$ cat src/rtl/icb_pkg.sv
// Shared types and constants for the indirect call and breakpoint unit
package icb_pkg;

  // Data path width of the general registers and program counter
  localparam int          ICB_XLEN        = 32;
  // Width of a register specifier
  localparam int          ICB_RIDX        = 5;
  // Link register of the fixed-link call forms
  localparam logic [4:0]  ICB_LINK_DEF    = 5'h1F;
  // Link offset when the delay slot holds a 32-bit instruction
  localparam logic [31:0] ICB_LINK_LONG   = 32'h00000006;
  // Link offset when the delay slot holds a 16-bit instruction
  localparam logic [31:0] ICB_LINK_SHORT  = 32'h00000004;
  // Width of the ISA configuration field
  localparam int          ICB_ISACFG_W    = 2;
  // ISA configuration value that loads the whole target unchanged
  localparam logic [1:0]  ICB_ISACFG_FULL = 2'h1;
  // Alternate configuration value that loads the whole target unchanged
  localparam logic        ICB_ALTCFG_FULL = 1'h0;
  // Bit holding the ISA select in a target register
  localparam int          ICB_ISA_BIT     = 0;
  // Halfword alignment bit of a target address
  localparam int          ICB_HALF_BIT    = 1;

  // Decoded operation handed over by the decode stage
  typedef enum logic [2:0] {
    OP_NONE,
    OP_BREAK,
    OP_CALL,
    OP_CALL_SS,
    OP_CALL_RT
  } icb_op_type;

  // Sequencing states of the unit
  typedef enum logic [1:0] {
    ST_IDLE,
    ST_SLOT,
    ST_FETCH
  } icb_state_type;

  // Issue request from decode
  typedef struct packed {
    logic                valid;
    icb_op_type          op;
    logic [ICB_XLEN-1:0] pc;
    logic [ICB_XLEN-1:0] tgtVal;
    logic [ICB_RIDX-1:0] linkSpec;
  } icb_issue_type;

  // Register file write port
  typedef struct packed {
    logic                en;
    logic [ICB_RIDX-1:0] idx;
    logic [ICB_XLEN-1:0] data;
  } icb_linkwr_type;

  // Program counter redirect
  typedef struct packed {
    logic                valid;
    logic [ICB_XLEN-1:0] pc;
    logic                isaLoad;
    logic                isaSel;
  } icb_redirect_type;

  // Whole state of the top module
  typedef struct packed {
    icb_state_type       st;
    logic [ICB_XLEN-1:0] tgt;
    logic                isaLoad;
    logic                isaSel;
    logic                errPend;
    logic                excBreak;
    logic                excAddr;
    icb_linkwr_type      linkWr;
    icb_redirect_type    redir;
  } icb_core_state_type;

endpackage : icb_pkg

$ cat src/rtl/icb_target_former.sv
`timescale 1ns/1ps
`default_nettype none
// Forms the jump target, the ISA select and the deferred fault flag
module icb_target_former
  import icb_pkg::*;
#(
  parameter int XLEN = ICB_XLEN
) (
  input  wire icb_op_type              opKind,
  input  wire logic [XLEN-1:0]         regVal,
  input  wire logic                    fullIsaPresent,
  input  wire logic [ICB_ISACFG_W-1:0] isaConfigField,
  input  wire logic                    altIsaConfigBit,
  output logic      [XLEN-1:0]         targetPc,
  output logic                         isaLoad,
  output logic                         isaSel,
  output logic                         addrErr
);

  // Whole-value mode per call form
  logic wholeMode;

  // Target selection
  always_comb begin
    unique case (opKind)
      OP_CALL_RT: wholeMode = (altIsaConfigBit == ICB_ALTCFG_FULL);
      default:    wholeMode = (isaConfigField == ICB_ISACFG_FULL);
    endcase
    targetPc = regVal;
    isaLoad  = 1'b0;
    isaSel   = regVal[ICB_ISA_BIT];
    if (!wholeMode) begin
      // Bit 0 is dropped from the target, but addrErr still tests it
      targetPc[ICB_ISA_BIT] = 1'b0;
      isaLoad               = fullIsaPresent;
    end
  end

  // Faults are only reported later when the target is fetched
  always_comb begin
    if (fullIsaPresent) begin
      addrErr = !regVal[ICB_ISA_BIT] && regVal[ICB_HALF_BIT];
    end else begin
      addrErr = !regVal[ICB_ISA_BIT];
    end
  end

endmodule : icb_target_former
`default_nettype wire

$ cat src/rtl/icb_core.sv
`timescale 1ns/1ps
`default_nettype none
module icb_core
  import icb_pkg::*;
#(
  parameter int XLEN = ICB_XLEN
) (
  input  wire logic                    clk,
  input  wire logic                    resetn,
  input  wire icb_issue_type           issue,
  output logic                         issueReady,
  input  wire logic                    slotDone,
  input  wire logic                    slotFlush,
  input  wire logic                    targetFetched,
  input  wire logic                    fullIsaPresent,
  input  wire logic [ICB_ISACFG_W-1:0] isaConfigField,
  input  wire logic                    altIsaConfigBit,
  output icb_linkwr_type               linkWr,
  output icb_redirect_type             redirect,
  output logic                         excBreak,
  output logic                         excAddr,
  output icb_state_type                unitState
);

  // Registered state and its next value
  icb_core_state_type state;
  icb_core_state_type next_state;

  // Combinational outputs of the target former
  logic [XLEN-1:0] formPc;
  logic            formIsaLoad;
  logic            formIsaSel;
  logic            formErr;

  // Decoded issue qualifiers
  logic            take;
  logic            isCall;
  logic [XLEN-1:0] linkOfs;

  // Target former works on the value read in the jump stage
  icb_target_former #(
    .XLEN (XLEN)
  ) u_former (
    .opKind          (issue.op),
    .regVal          (issue.tgtVal),
    .fullIsaPresent  (fullIsaPresent),
    .isaConfigField  (isaConfigField),
    .altIsaConfigBit (altIsaConfigBit),
    .targetPc        (formPc),
    .isaLoad         (formIsaLoad),
    .isaSel          (formIsaSel),
    .addrErr         (formErr)
  );

  // New work is accepted only when no call is in flight
  assign issueReady = (state.st == ST_IDLE);
  assign take       = issue.valid && issueReady;
  assign isCall     = (issue.op == OP_CALL) || (issue.op == OP_CALL_SS) || (issue.op == OP_CALL_RT);

  // Link offset depends on the size of the delay slot
  always_comb begin
    if (issue.op == OP_CALL_SS) begin
      linkOfs = XLEN'(ICB_LINK_SHORT);
    end else begin
      linkOfs = XLEN'(ICB_LINK_LONG);
    end
  end

  // Next state
  always_comb begin
    next_state                = state;
    // Pulses default low
    next_state.excBreak       = 1'b0;
    next_state.excAddr        = 1'b0;
    next_state.linkWr.en      = 1'b0;
    next_state.redir.valid    = 1'b0;
    unique case (state.st)
      ST_IDLE: begin
        if (take && (issue.op == OP_BREAK)) begin
          // No condition and no code field is passed on
          next_state.excBreak = 1'b1;
        end else if (take && isCall) begin
          // Capture target and write link before the slot runs
          next_state.tgt         = ICB_XLEN'(formPc);
          next_state.isaLoad     = formIsaLoad;
          next_state.isaSel      = formIsaSel;
          next_state.errPend     = formErr;
          next_state.linkWr.en   = 1'b1;
          next_state.linkWr.data = ICB_XLEN'(issue.pc + linkOfs);
          if (issue.op == OP_CALL_RT) begin
            next_state.linkWr.idx = issue.linkSpec;
          end else begin
            next_state.linkWr.idx = ICB_LINK_DEF;
          end
          next_state.st = ST_SLOT;
        end
      end
      ST_SLOT: begin
        if (slotFlush) begin
          // Exception in the slot: the call is re-executed later
          next_state.st = ST_IDLE;
        end else if (slotDone) begin
          // Transfer only after the delay slot completes
          next_state.redir.valid   = 1'b1;
          next_state.redir.pc      = state.tgt;
          next_state.redir.isaLoad = state.isaLoad;
          next_state.redir.isaSel  = state.isaSel;
          next_state.st            = ST_FETCH;
        end
      end
      ST_FETCH: begin
        if (slotFlush) begin
          // Redirect was cancelled before the target arrived
          next_state.st = ST_IDLE;
        end else if (targetFetched) begin
          // Fault raised only on the target fetch
          next_state.excAddr = state.errPend;
          next_state.st      = ST_IDLE;
        end
      end
    endcase
  end

  // State register
  always_ff @(posedge clk) begin
    if (!resetn) begin
      state <= '0;
    end else begin
      state <= next_state;
    end
  end

  // Outputs straight from flip-flops
  assign linkWr    = state.linkWr;
  assign redirect  = state.redir;
  assign excBreak  = state.excBreak;
  assign excAddr   = state.excAddr;
  assign unitState = state.st;

  // Breakpoint shows one cycle after it is taken
  AST_BREAK_NOW: assert property (
    @(posedge clk) disable iff (!resetn)
    (take && issue.op == OP_BREAK) |=> (excBreak && !linkWr.en && !redirect.valid))
    else $error("breakpoint not raised at once");

  // A breakpoint never comes from anything but a breakpoint issue
  AST_BREAK_CAUSE: assert property (
    @(posedge clk) disable iff (!resetn)
    excBreak |-> ($past(take) && $past(issue.op) == OP_BREAK))
    else $error("spurious breakpoint");

  // Long-slot calls link six past the call
  AST_LINK_LONG: assert property (
    @(posedge clk) disable iff (!resetn)
    (take && issue.op == OP_CALL) |=>
      (linkWr.en && linkWr.idx == ICB_LINK_DEF && linkWr.data == $past(issue.pc) + ICB_LINK_LONG))
    else $error("wrong link for long-slot call");

  // Selectable link register with long slot
  AST_LINK_RT: assert property (
    @(posedge clk) disable iff (!resetn)
    (take && issue.op == OP_CALL_RT) |=>
      (linkWr.en && linkWr.idx == $past(issue.linkSpec) && linkWr.data == $past(issue.pc) + ICB_LINK_LONG))
    else $error("wrong link for selectable call");

  // Short-slot fixed call links four past the call
  AST_LINK_SHORT: assert property (
    @(posedge clk) disable iff (!resetn)
    (take && issue.op == OP_CALL_SS) |=>
      (linkWr.en && linkWr.idx == ICB_LINK_DEF && linkWr.data == $past(issue.pc) + ICB_LINK_SHORT))
    else $error("wrong link for short-slot call");

  // Redirect waits for the delay slot
  AST_SLOT_FIRST: assert property (
    @(posedge clk) disable iff (!resetn)
    redirect.valid |-> ($past(state.st) == ST_SLOT && $past(slotDone) && !$past(slotFlush)))
    else $error("redirect before delay slot");

  // Link is written before the slot can finish
  AST_LINK_BEFORE: assert property (
    @(posedge clk) disable iff (!resetn)
    (take && isCall) |=> (linkWr.en && state.st == ST_SLOT) ##1 !linkWr.en)
    else $error("link not written in jump stage");

  // Captured target is not moved by later register values
  AST_TGT_HELD: assert property (
    @(posedge clk) disable iff (!resetn)
    (state.st == ST_SLOT && $past(state.st) == ST_SLOT) |-> $stable(state.tgt))
    else $error("target changed during delay slot");

  // Cleared bit zero outside whole-value mode
  AST_BIT0_CLEAR: assert property (
    @(posedge clk) disable iff (!resetn)
    (redirect.valid && redirect.isaLoad) |-> !redirect.pc[ICB_ISA_BIT])
    else $error("target bit zero not cleared");

  // Whole-value mode under the ISA config field
  AST_WHOLE_CFG: assert property (
    @(posedge clk) disable iff (!resetn)
    (take && issue.op == OP_CALL && isaConfigField == ICB_ISACFG_FULL) |=> state.tgt == $past(issue.tgtVal))
    else $error("whole value not kept");

  // Whole-value mode under the alternate config bit
  AST_WHOLE_ALT: assert property (
    @(posedge clk) disable iff (!resetn)
    (take && issue.op == OP_CALL_RT && altIsaConfigBit == ICB_ALTCFG_FULL) |=> state.tgt == $past(issue.tgtVal))
    else $error("whole value not kept for selectable call");

  // ISA select follows bit zero of the register
  AST_ISA_SEL: assert property (
    @(posedge clk) disable iff (!resetn)
    (take && isCall && fullIsaPresent && isaConfigField != ICB_ISACFG_FULL && issue.op != OP_CALL_RT) |=>
      (state.isaLoad && state.isaSel == $past(issue.tgtVal[ICB_ISA_BIT])))
    else $error("ISA select not loaded");

  // Address fault only on a target fetch
  AST_FAULT_LATE: assert property (
    @(posedge clk) disable iff (!resetn)
    excAddr |-> ($past(state.st) == ST_FETCH && $past(targetFetched) && $past(state.errPend)))
    else $error("address fault not deferred");

  // Misaligned full-ISA target faults at fetch
  AST_FAULT_HALF: assert property (
    @(posedge clk) disable iff (!resetn)
    (state.st == ST_FETCH && targetFetched && !slotFlush && state.errPend) |=> excAddr)
    else $error("missed address fault");

  // A breakpoint carries nothing but the exception itself
  AST_BREAK_ALONE: assert property (
    @(posedge clk) disable iff (!resetn)
    excBreak |-> (!linkWr.en && !redirect.valid && !excAddr && unitState == ST_IDLE))
    else $error("breakpoint carried other work");

  // The link is written only for a call taken one cycle earlier
  AST_LINK_CAUSE: assert property (
    @(posedge clk) disable iff (!resetn)
    linkWr.en |-> ($past(take) && $past(isCall)))
    else $error("spurious link write");

  // Whole-value mode for the short-slot fixed call
  AST_WHOLE_SS: assert property (
    @(posedge clk) disable iff (!resetn)
    (take && issue.op == OP_CALL_SS && isaConfigField == ICB_ISACFG_FULL) |=>
      (state.tgt == $past(issue.tgtVal)))
    else $error("whole value not kept for short-slot call");

  // Outside whole-value mode bit zero is dropped and the rest kept
  AST_CLEAR_CFG: assert property (
    @(posedge clk) disable iff (!resetn)
    (take && (issue.op == OP_CALL || issue.op == OP_CALL_SS) && isaConfigField != ICB_ISACFG_FULL) |=>
      (state.tgt == {$past(issue.tgtVal[ICB_XLEN-1:1]), 1'b0}))
    else $error("bit zero kept outside whole-value mode");

  // Selectable call outside whole-value mode clears bit zero and keeps it as select
  AST_CLEAR_ALT: assert property (
    @(posedge clk) disable iff (!resetn)
    (take && issue.op == OP_CALL_RT && altIsaConfigBit != ICB_ALTCFG_FULL) |=>
      (state.tgt == {$past(issue.tgtVal[ICB_XLEN-1:1]), 1'b0} &&
       state.isaSel == $past(issue.tgtVal[ICB_ISA_BIT])))
    else $error("selectable call target not formed");

  // Without the full-width set the ISA select is never loaded
  AST_ISA_NONE: assert property (
    @(posedge clk) disable iff (!resetn)
    (take && isCall && !fullIsaPresent) |=> !state.isaLoad)
    else $error("ISA select loaded without full-width set");

  // Full-width set: a pending fault is bit zero clear with bit one set
  AST_ERR_FULL: assert property (
    @(posedge clk) disable iff (!resetn)
    (take && isCall && fullIsaPresent) |=>
      (state.errPend == (!$past(issue.tgtVal[ICB_ISA_BIT]) && $past(issue.tgtVal[ICB_HALF_BIT]))))
    else $error("wrong pending fault with full-width set");

  // Without the full-width set a clear bit zero is a pending fault
  AST_ERR_NOFULL: assert property (
    @(posedge clk) disable iff (!resetn)
    (take && isCall && !fullIsaPresent) |=> (state.errPend == !$past(issue.tgtVal[ICB_ISA_BIT])))
    else $error("wrong pending fault without full-width set");

  // The call itself and a cancelled fetch raise no fault
  AST_NO_FAULT: assert property (
    @(posedge clk) disable iff (!resetn)
    ((take && isCall) || (state.st == ST_FETCH && slotFlush)) |=> !excAddr)
    else $error("address fault outside target fetch");

  // No redirect while the delay slot is still running
  AST_SLOT_WAIT: assert property (
    @(posedge clk) disable iff (!resetn)
    (state.st == ST_SLOT && !slotDone && !slotFlush) |=> (!redirect.valid && unitState == ST_SLOT))
    else $error("left delay slot early");

  // Redirect carries the target captured in the jump stage
  AST_REDIR_TGT: assert property (
    @(posedge clk) disable iff (!resetn)
    redirect.valid |-> (redirect.pc == state.tgt && redirect.isaLoad == state.isaLoad))
    else $error("redirect lost captured target");

endmodule : icb_core
`default_nettype wire

$ cat config.mk
export PLATFORM = sky130hd
export DESIGN_NAME = icb_core
export DESIGN_NICKNAME = d
export VERILOG_FILES = /design/src/rtl/icb_pkg.sv /design/src/rtl/icb_target_former.sv /design/src/rtl/icb_core.sv
export SDC_FILE = /design/constraint.sdc
export NUM_CORES = 1
export LEC_CHECK = 0
export BUFFER_PORTS_ARGS = -buffer_cell sky130_fd_sc_hd__buf_4
export CORE_MARGIN = 1
export CORE_UTILIZATION = 56
export CTS_CLUSTER_DIAMETER = 100
export CTS_CLUSTER_SIZE = 40
export DETAILED_ROUTE_END_ITERATION = 10
export PLACE_DENSITY = 0.91
export SLEW_MARGIN = 25
export SYNTH_ARGS = -nofsm -noshare
export SYNTH_HDL_FRONTEND = slang
export SYNTH_HIERARCHICAL = 1
export SYNTH_SLANG_ARGS = --single-unit
$ cat constraint.sdc
create_clock -name clk -period 5.4 [get_ports clk]
set_clock_uncertainty 0.1 [all_clocks]
set_input_delay 0.81 -clock clk [delete_from_list [all_inputs] [get_ports clk]]
set_output_delay 0.81 -clock clk [all_outputs]
set_load 0.02 [all_outputs]
Word level (Yosys, flattened, before mapping)
Index checks and enable logic that the tools add are counted.
- register bits after elaboration: 112
- bits in latches: 0
- memory bits (writable): 0
- bits in read-only memories: 0
- bits of input ports: 82
- output and inout bits: 78
- memories: 0
- add/subtract/negate cells: 1
- $mul: 0
- div/mod/pow operators: 0
- order comparisons: 0
- equal/unequal tests: 11
- shift operators: 0
- multiplexer cells: 16
- bitwise logic cells: 8
- reduce and logical (&&, ||, !) cells: 15
- operator list (cell ; count):
    $mux W37 ; 2
    $mux W38 ; 1
    $mux W35 ; 1
    $add A32 B32 Y32 ; 1
    $mux W2 ; 5
    $not A1 Y1 ; 8
    $eq A3 B2 Y1 const B ; 2
    $ne A3 B3 Y1 const B ; 2
    $pmux W2 S3 ; 1
    $reduce_and A3 Y1 ; 2
    $reduce_or A3 Y1 ; 2
    $mux W1 ; 5
    $mux W5 ; 1
    $eq A2 B1 Y1 const B ; 2
    $logic_and A1 B1 Y1 ; 4
    $reduce_and A4 Y1 ; 1
    $reduce_or A4 Y1 ; 1
    $eq A3 B1 Y1 const B ; 1
    $eq A3 B3 Y1 const B ; 1
    $eq A2 B2 Y1 const B ; 1
    $logic_not A2 Y1 ; 1
    $logic_or A1 B1 Y1 ; 2
    $ne A2 B1 Y1 const B ; 1
    $ne A2 B2 Y1 const B ; 1
    2 further kinds ; 2

Longest topological paths before layout
Gate-level depths: netlist (run 1).
- depth in word-level cells: 7
- depth in mapped cells: 9
- depth with buffers taken out: 8

Hierarchy
Netlist (run 1), hierarchy kept.
- modules (own cells, without submodules) (module ; instances ; cells each ; area each (µm²) ; seq. area each (µm²)):
    icb_core ; 1 ; 637 ; 5133.7 ; 2242.2
    icb_target_former ; 1 ; 41 ; 304.0 ; 0.0

Worst setup path before layout (run 1)
No wires, ideal clock.
- path kind: input -> register
- start point: input port issue[71] (netlist name)
- end point: register state, in the netlist linkWr[23]
- data arrival time: 2.691 ns
- required time: 5.226 ns
- path slack: 2.535 ns
- stages on the path: 8
- path through: nand3b_1 -> ha_1 -> inv_1 -> ha_1 -> clkbuf_1 -> or4_1 -> or4_1 -> a31oi_1
- word-level cells in the longest chain between the ends: 5
- RTL lines (what ; line ; RTL):
    from (decl) ; icb_core.sv:10 ; input wire icb_issue_type issue,
    parallel branches: the longest is 5 deep, another holds $add A32 B32 Y32 ; n/a ;
    to (signal assigned) ; icb_core.sv:129 ; state <= next_state;
    to (decl) ; icb_core.sv:26 ; icb_core_state_type state;
Parallel ways; which one is timed is not known.
A chain may end at the register's enable or synchronous reset.

Worst setup path in the final report (run 1)
- start point: input port issue[70] (netlist name)
- end point: register state, in the netlist linkWr[23]
The elaborated chain is that of the path after synthesis.

==> reports/qor.yml, run 1 <==
irDropWorstVdd_uv: 114
postCtsHoldBufs: 0
syn_to_final_growth_pct: 12.0
drtAntennaViolNets: 0
worstHoldPathType: "flip-flop to flip-flop"
cts-buffers-inserted: 9
post-place-cells: 820
synth_top_area_share: 0.412
grt_max_degree: 100
initial_utilization: 0.583
p_leak_nw: 2.35
synth-edff-count: 0
cts_max_path_buffers: 2
instances_no_fill: 838
hold_violations: 0
pre_cts_ws_ns: 2.30
synth_largest_area_cell: "dfxtp_1"
yosysUniqueCellTypes: 47
synth-seq-cells: 112
n_antenna_cell: 0
maxSlewHeadroom: 0.453
drt_pass1_iterations: 5
worstMarginPinSlew_ns: 0.820
period_share: 0.508
cap_violations: 0
gr-total-overflow: 0
die_area_um2: 10100
core_um2: 9330
min_to: "redirect[19]$_SDFFE_PN0P_"
setup_viol: 0
period_minus_slack_ns: 2.74
rows: 35
synthArstFlopShare: 0
port_buffers: 159
syn_nets: 765
drc: 0
cts.sinks: 112
fmax_mhz: 365
synth.most_common_cell: "nand2_1"
final_net_count: 791
postCtsSetupRepairBufs: 0
grt_pass1_vias: 4306
r2r-start: "unitState[0]$_SDFFE_PN0P_"
r2r-end: "linkWr[7]$_SDFFE_PN0P_"
syn_area_um2: 5440
grt_antenna_before_repair: 0
end_kind: "flip-flop"
synthTopCellsByArea: "dfxtp_1, buf_4, nand2_1"
synth_seq_area_share: 0.412
htree_levels: 3
routed_via_density: 5.46
post_route_cells_drive_above_1_share: 0.272
place_congestion: 0.962
cp-start-kind: "input port"
grt_pass1_wl_um: 20000
fin_ws_ns: 2.66
dp_hpwl_um: 8710
cts_resized: 0
synth_common_cells: "nand2_1, dfxtp_1, buf_4"
clk_latency_ns: 0.36
cellPowerDensity_nw_per_um2: 260
drt_iter0_markers: 250
critPathArrivalTime_ns: 2.94
place_area_um2: 5860
syn-mean-instance-area_um2: 8.02
clk_pin_slew_ns: 0.11
reg2reg_depth: 7
ys.flop_type: "dfxtp_1"
ios: 160
critPathKind: "input port to flip-flop"
wirelength_um: 12300
cts_tree: "done"
path_max_fanout: 10
vias: 4574
fin_area_um2: 6090
worstPathRequired_ns: 5.60
wl_per_cell_um: 14.7
synth_cells: 678
final.setup.tns_ns: 0
rsz0062_at_grt: "no"
die_height_um: 101
drv_slew: 0
cts-root-buf: "clkbuf_8"
min_path_cells: 2
yosys_warnings: 6
die_x_um: 101
grtUsageTotal: 0.249
reg2reg_slack_ns: 3.23
outcome: "completed"
hp-start: "state[95]$_SDFFE_PN0P_"
## final cells by class
| class | instances | area (um^2) |
|---|---|---|
| multi-input combinational | 409 | 2220 |
| fill | 768 | 3240 |
| clock buffer | 10 | 128 |
| inverter | 10 | 37.5 |
| tap | 129 | 161 |
| sequential | 112 | 2240 |
| clock inverter | 6 | 53.8 |
| timing repair buffer | 162 | 1250 |
## layout by cell type, fill, tap and decap left out, types with 12 or more instances in the layout
cell type / instances
a21oi_1: 81
a31oi_1: 15
buf_4: 160
dfxtp_1: 112
nand2_1: 154
nor2_1: 13
o21ai_0: 30
or4_1: 12
## layer usage
metal / routed length [um] / part of all wire / global-route usage
met5: 0 / 0 / 0
met4: 255 / 0.021 / 0.0936
met3: 981 / 0.080 / 0.0430
met2: 6120 / 0.50 / 0.436
met1: 4970 / 0.40 / 0.305
## critical path, stage by stage
cell	delay (ns)
buf_4	0.14
nand3b_1	0.11
ha_1	0.22
inv_1	0.06
ha_1	0.30
or4_1	0.62
or4_1	0.52
a31oi_1	0.16
## how the worst max path moves through the flow
stage | start | end | depth (start not counted)
after global placement | issue[70] | linkWr[23]$_SDFFE_PN0P_ | 8
after global routing | issue[71] | linkWr[23]$_SDFFE_PN0P_ | 8
after CTS | issue[71] | linkWr[23]$_SDFFE_PN0P_ | 8
final | issue[70] | linkWr[23]$_SDFFE_PN0P_ | 8
after detailed placement | issue[71] | linkWr[23]$_SDFFE_PN0P_ | 8
after floorplan | issue[71] | linkWr[23]$_SDFFE_PN0P_ | 8
## logic make-up after synthesis
group / count (synthesis) / share of synthesized area
buffers and inverters: 157 / 0.184
AND/OR/NAND/NOR: 236 / 0.206
AO/OA/AOI/OAI: 155 / 0.165
flip-flops: 112 / 0.412
XOR/XNOR: 11 / 0.0177
multiplexers: 2 / 0.00368
adder cells (fa/ha/maj): 5 / 0.0115
## power by group
group	switching, mW	internal (mW)	total [mW]
registers	0.0179	0.859	0.877
clock network	0.291	0.176	0.466
logic	0.134	0.108	0.243
## per-stage QoR
stage	utilization	hold slack, ns	power (mW)
after floorplan	-	0.332	1.06
after global placement	0.628	0.335	1.12
after detailed placement	0.628	0.344	1.13
after CTS	0.648	0.356	1.59
after global routing	0.653	0.381	1.66
final	0.653	0.357	1.59
## sequential cells by signal (all words and copies together), names as in the netlist
register / cells
unitState: 2
redirect: 35
state: 35
linkWr: 38
excBreak: 1
excAddr: 1
No activity file was read; power rests on OpenSTA's default activity.
==> inputs of run 2 (changes only) <==
ABC_AREA = 1   (was not set)
CORE_UTILIZATION = 53   (was 56)
PLACE_DENSITY = 0.86   (was 0.91)
clock period = 2.6 ns   (was 5.4 ns; I/O delays follow)
==> reports/qor.yml, run 2 <==
largest_reg_flops: 38  # unchanged
initial_utilization: 0.543  # -0.0403
cts-buffers-inserted: 9  # unchanged
die_x_um: 107  # +6.5%
synth.most_common_cell: "nand2_1"
wl_per_cell_um: 12.8  # -13%
synth_seq_area_share: 0.383  # -0.0295
routed_via_density: 4.84  # -11%
place_area_um2: 6320  # +7.8%
ys.flop_type: "dfxtp_1"
fillers: 987  # +29%
drt_iter0_markers: 254  # +1.6%
grtUsageTotal: 0.229  # -0.0201
cts-root-buf: "clkbuf_8"
postLayoutCoreUtil: 0.605  # -0.0473
wirelength_um: 12800  # +4.0%
drc: 0  # unchanged
cp-startpoint: "unitState[0]$_SDFFE_PN0P_"
path_max_fanout: 35  # +25
hp-start: "issue[70]"
synthArstFlopShare: 0  # unchanged
synth_top_area_share: 0.383  # -0.0295
final_cell_mix: "nand2_1, buf_4, dfxtp_1"
reg2reg_depth: 10  # +3
yosysUniqueCellTypes: 27  # -43%
cts_tree: "done"
period_minus_slack_ns: 2.19
final_net_count: 947  # +20%
synthTopCellsByArea: "dfxtp_1, buf_4, nand2_1"
grt_pass1_vias: 4425  # +2.8%
ios: 160  # unchanged
drv_slew: 0  # unchanged
dp_hpwl_um: 9400  # +7.9%
n_antenna_cell: 0  # unchanged
synth_largest_area_cell: "dfxtp_1"
worstHoldPathType: "input port to flip-flop"
postCtsHoldBufs: 0  # unchanged
core_um2: 10800  # +16%
drt_pass1_iterations: 5  # unchanged
synth_cells: 823  # +21%
die_height_um: 107  # +6.5%
critPathKind: "flip-flop to flip-flop"
final.setup.tns_ns: 0  # unchanged
die_area_um2: 11500  # +14%
drtAntennaViolNets: 0  # unchanged
htree_levels: 3  # unchanged
hold_violations: 0  # unchanged
syn-mean-instance-area_um2: 7.12  # -11%
cap_violations: 0  # unchanged
rsz0062_at_grt: "no"
fin_ws_ns: 0.413  # -2.25 ns
r2r-start: "unitState[0]$_SDFFE_PN0P_"
cts.sinks: 112  # unchanged
instances_no_fill: 1005  # +20%
yosys_warnings: 6  # unchanged
setup_viol: 0  # unchanged
critPathArrivalTime_ns: 2.40  # -0.54 ns
final_common_cell: "nand2_1"
outcome: "completed"
gr-total-overflow: 0  # unchanged
end_kind: "flip-flop"
grt_max_degree: 73  # -27%
port_buffers: 159  # unchanged
cts_max_path_buffers: 2  # unchanged
grt_antenna_before_repair: 0  # unchanged
post-place-cells: 989  # +21%
place_congestion: 0.990  # +2.9%
synth_common_cells: "nand2_1, dfxtp_1, buf_4"
reg2reg_slack_ns: 0.41  # -2.82 ns
total_power_mw: 4.35  # +170%
syn_to_final_growth_pct: 11.6
post_route_cells_drive_above_1_share: 0.242  # -0.0306
min_to: "excBreak$_SDFF_PN0_"
rows: 38  # +8.6%
clk_pin_slew_ns: 0.14  # +0.03 ns
r2r-end: "state[97]$_SDFFE_PN0P_"
fmax_mhz: 457
synth-seq-cells: 112  # unchanged
p_leak_nw: 3.02  # +29%
cp-start-kind: "flip-flop"
postCtsSetupRepairBufs: 0  # unchanged
irDropWorstVdd_uv: 343  # +200%
worstMarginPinSlew_ns: 0.649  # -0.171 ns
cellPowerDensity_nw_per_um2: 666  # +160%
fin_hold_ws_ns: 0.122  # -0.234 ns
clk_latency_ns: 0.38  # +0.02 ns
syn_area_um2: 5860  # +7.7%
worstPathRequired_ns: 2.82  # -2.78 ns
period_share: 0.841
maxSlewHeadroom: 0.567  # +0.114
min_path_cells: 2  # unchanged
pre_cts_ws_ns: 0.420  # -1.88 ns
synth-edff-count: 0  # unchanged
grt_pass1_wl_um: 20900  # +4.2%
cts_resized: 0  # unchanged
vias: 4866  # +6.4%
fin_area_um2: 6530  # +7.3%
syn_nets: 910  # +19%
run 2: cell count changes after synthesis, sizes merged, moves of 9 or more:
cell | before | now
a31oi | 15 | 0
nor2 | 13 | 60
buf | 109 | 123
o21ai | 30 | 65
or4 | 13 | 0
clkbuf | 38 | 18
o31ai | 9 | 0
nand2 | 155 | 194
inv | 10 | 98
nand3 | 9 | 30
run 2: cell type report:
cell class / instances / area, um^2 / area share
clock inverters: 7 / 93.8 / 0.0144
multi-input cells: 472 / 2250 / 0.345
repair buffers: 167 / 1280 / 0.196
inverters: 98 / 368 / 0.0563
well taps: 140 / 175 / 0.0268
clock buffers: 9 / 124 / 0.0190
flip-flops and latches: 112 / 2240 / 0.343
run 2: critical path, stage by stage (launching register included):
cell and delay [ns]:
dfxtp_1 0.40, inv_1 0.09, ha_1 0.24, nand2_1 0.10
inv_1 0.06, nand3_2 0.14, nand2_4 0.20, inv_2 0.16
buf_4 0.36, nand2_1 0.10, a21oi_1 0.16
run 2: per-layer routing:
layer / up-vias / GRT usage / wire length [um]
li1: 2545 / - / -
met2: 151 / 0.355 / 5770
met3: 27 / 0.0340 / 740
met5: - / 0 / 0
met4: 0 / 0.0881 / 306
met1: 2143 / 0.319 / 6010
run 2: logic make-up after synthesis:
kind of cell / Yosys count / synth area share
compound gates: 157 / 0.140
xor+xnor: 12 / 0.0179
fa+ha+maj: 5 / 0.0107
buf+inv: 239 / 0.234
flops: 112 / 0.383
simple gates: 298 / 0.214
run 2: how the worst max path moves through the flow:
stage                              end  slack (ns)  cells past startpoint
5_1_grt         state[97]$_SDFFE_PN0P_        0.18                     10
3_5_place_dp    state[97]$_SDFFE_PN0P_        0.42                     10
3_3_place_gp   linkWr[31]$_SDFFE_PN0P_        0.47                     14
6_report        state[97]$_SDFFE_PN0P_        0.41                     10
4_1_cts         state[97]$_SDFFE_PN0P_        0.40                     10
2_1_floorplan  state[109]$_SDFFE_PN0P_        0.82                     11
run 2: report_power, final:
group	leakage [nW]	internal [mW]	switching [mW]
combinational	2.01	0.498	0.685
clock	0.108	0.406	0.711
sequential	0.911	1.94	0.119
total	3.02	2.84	1.51
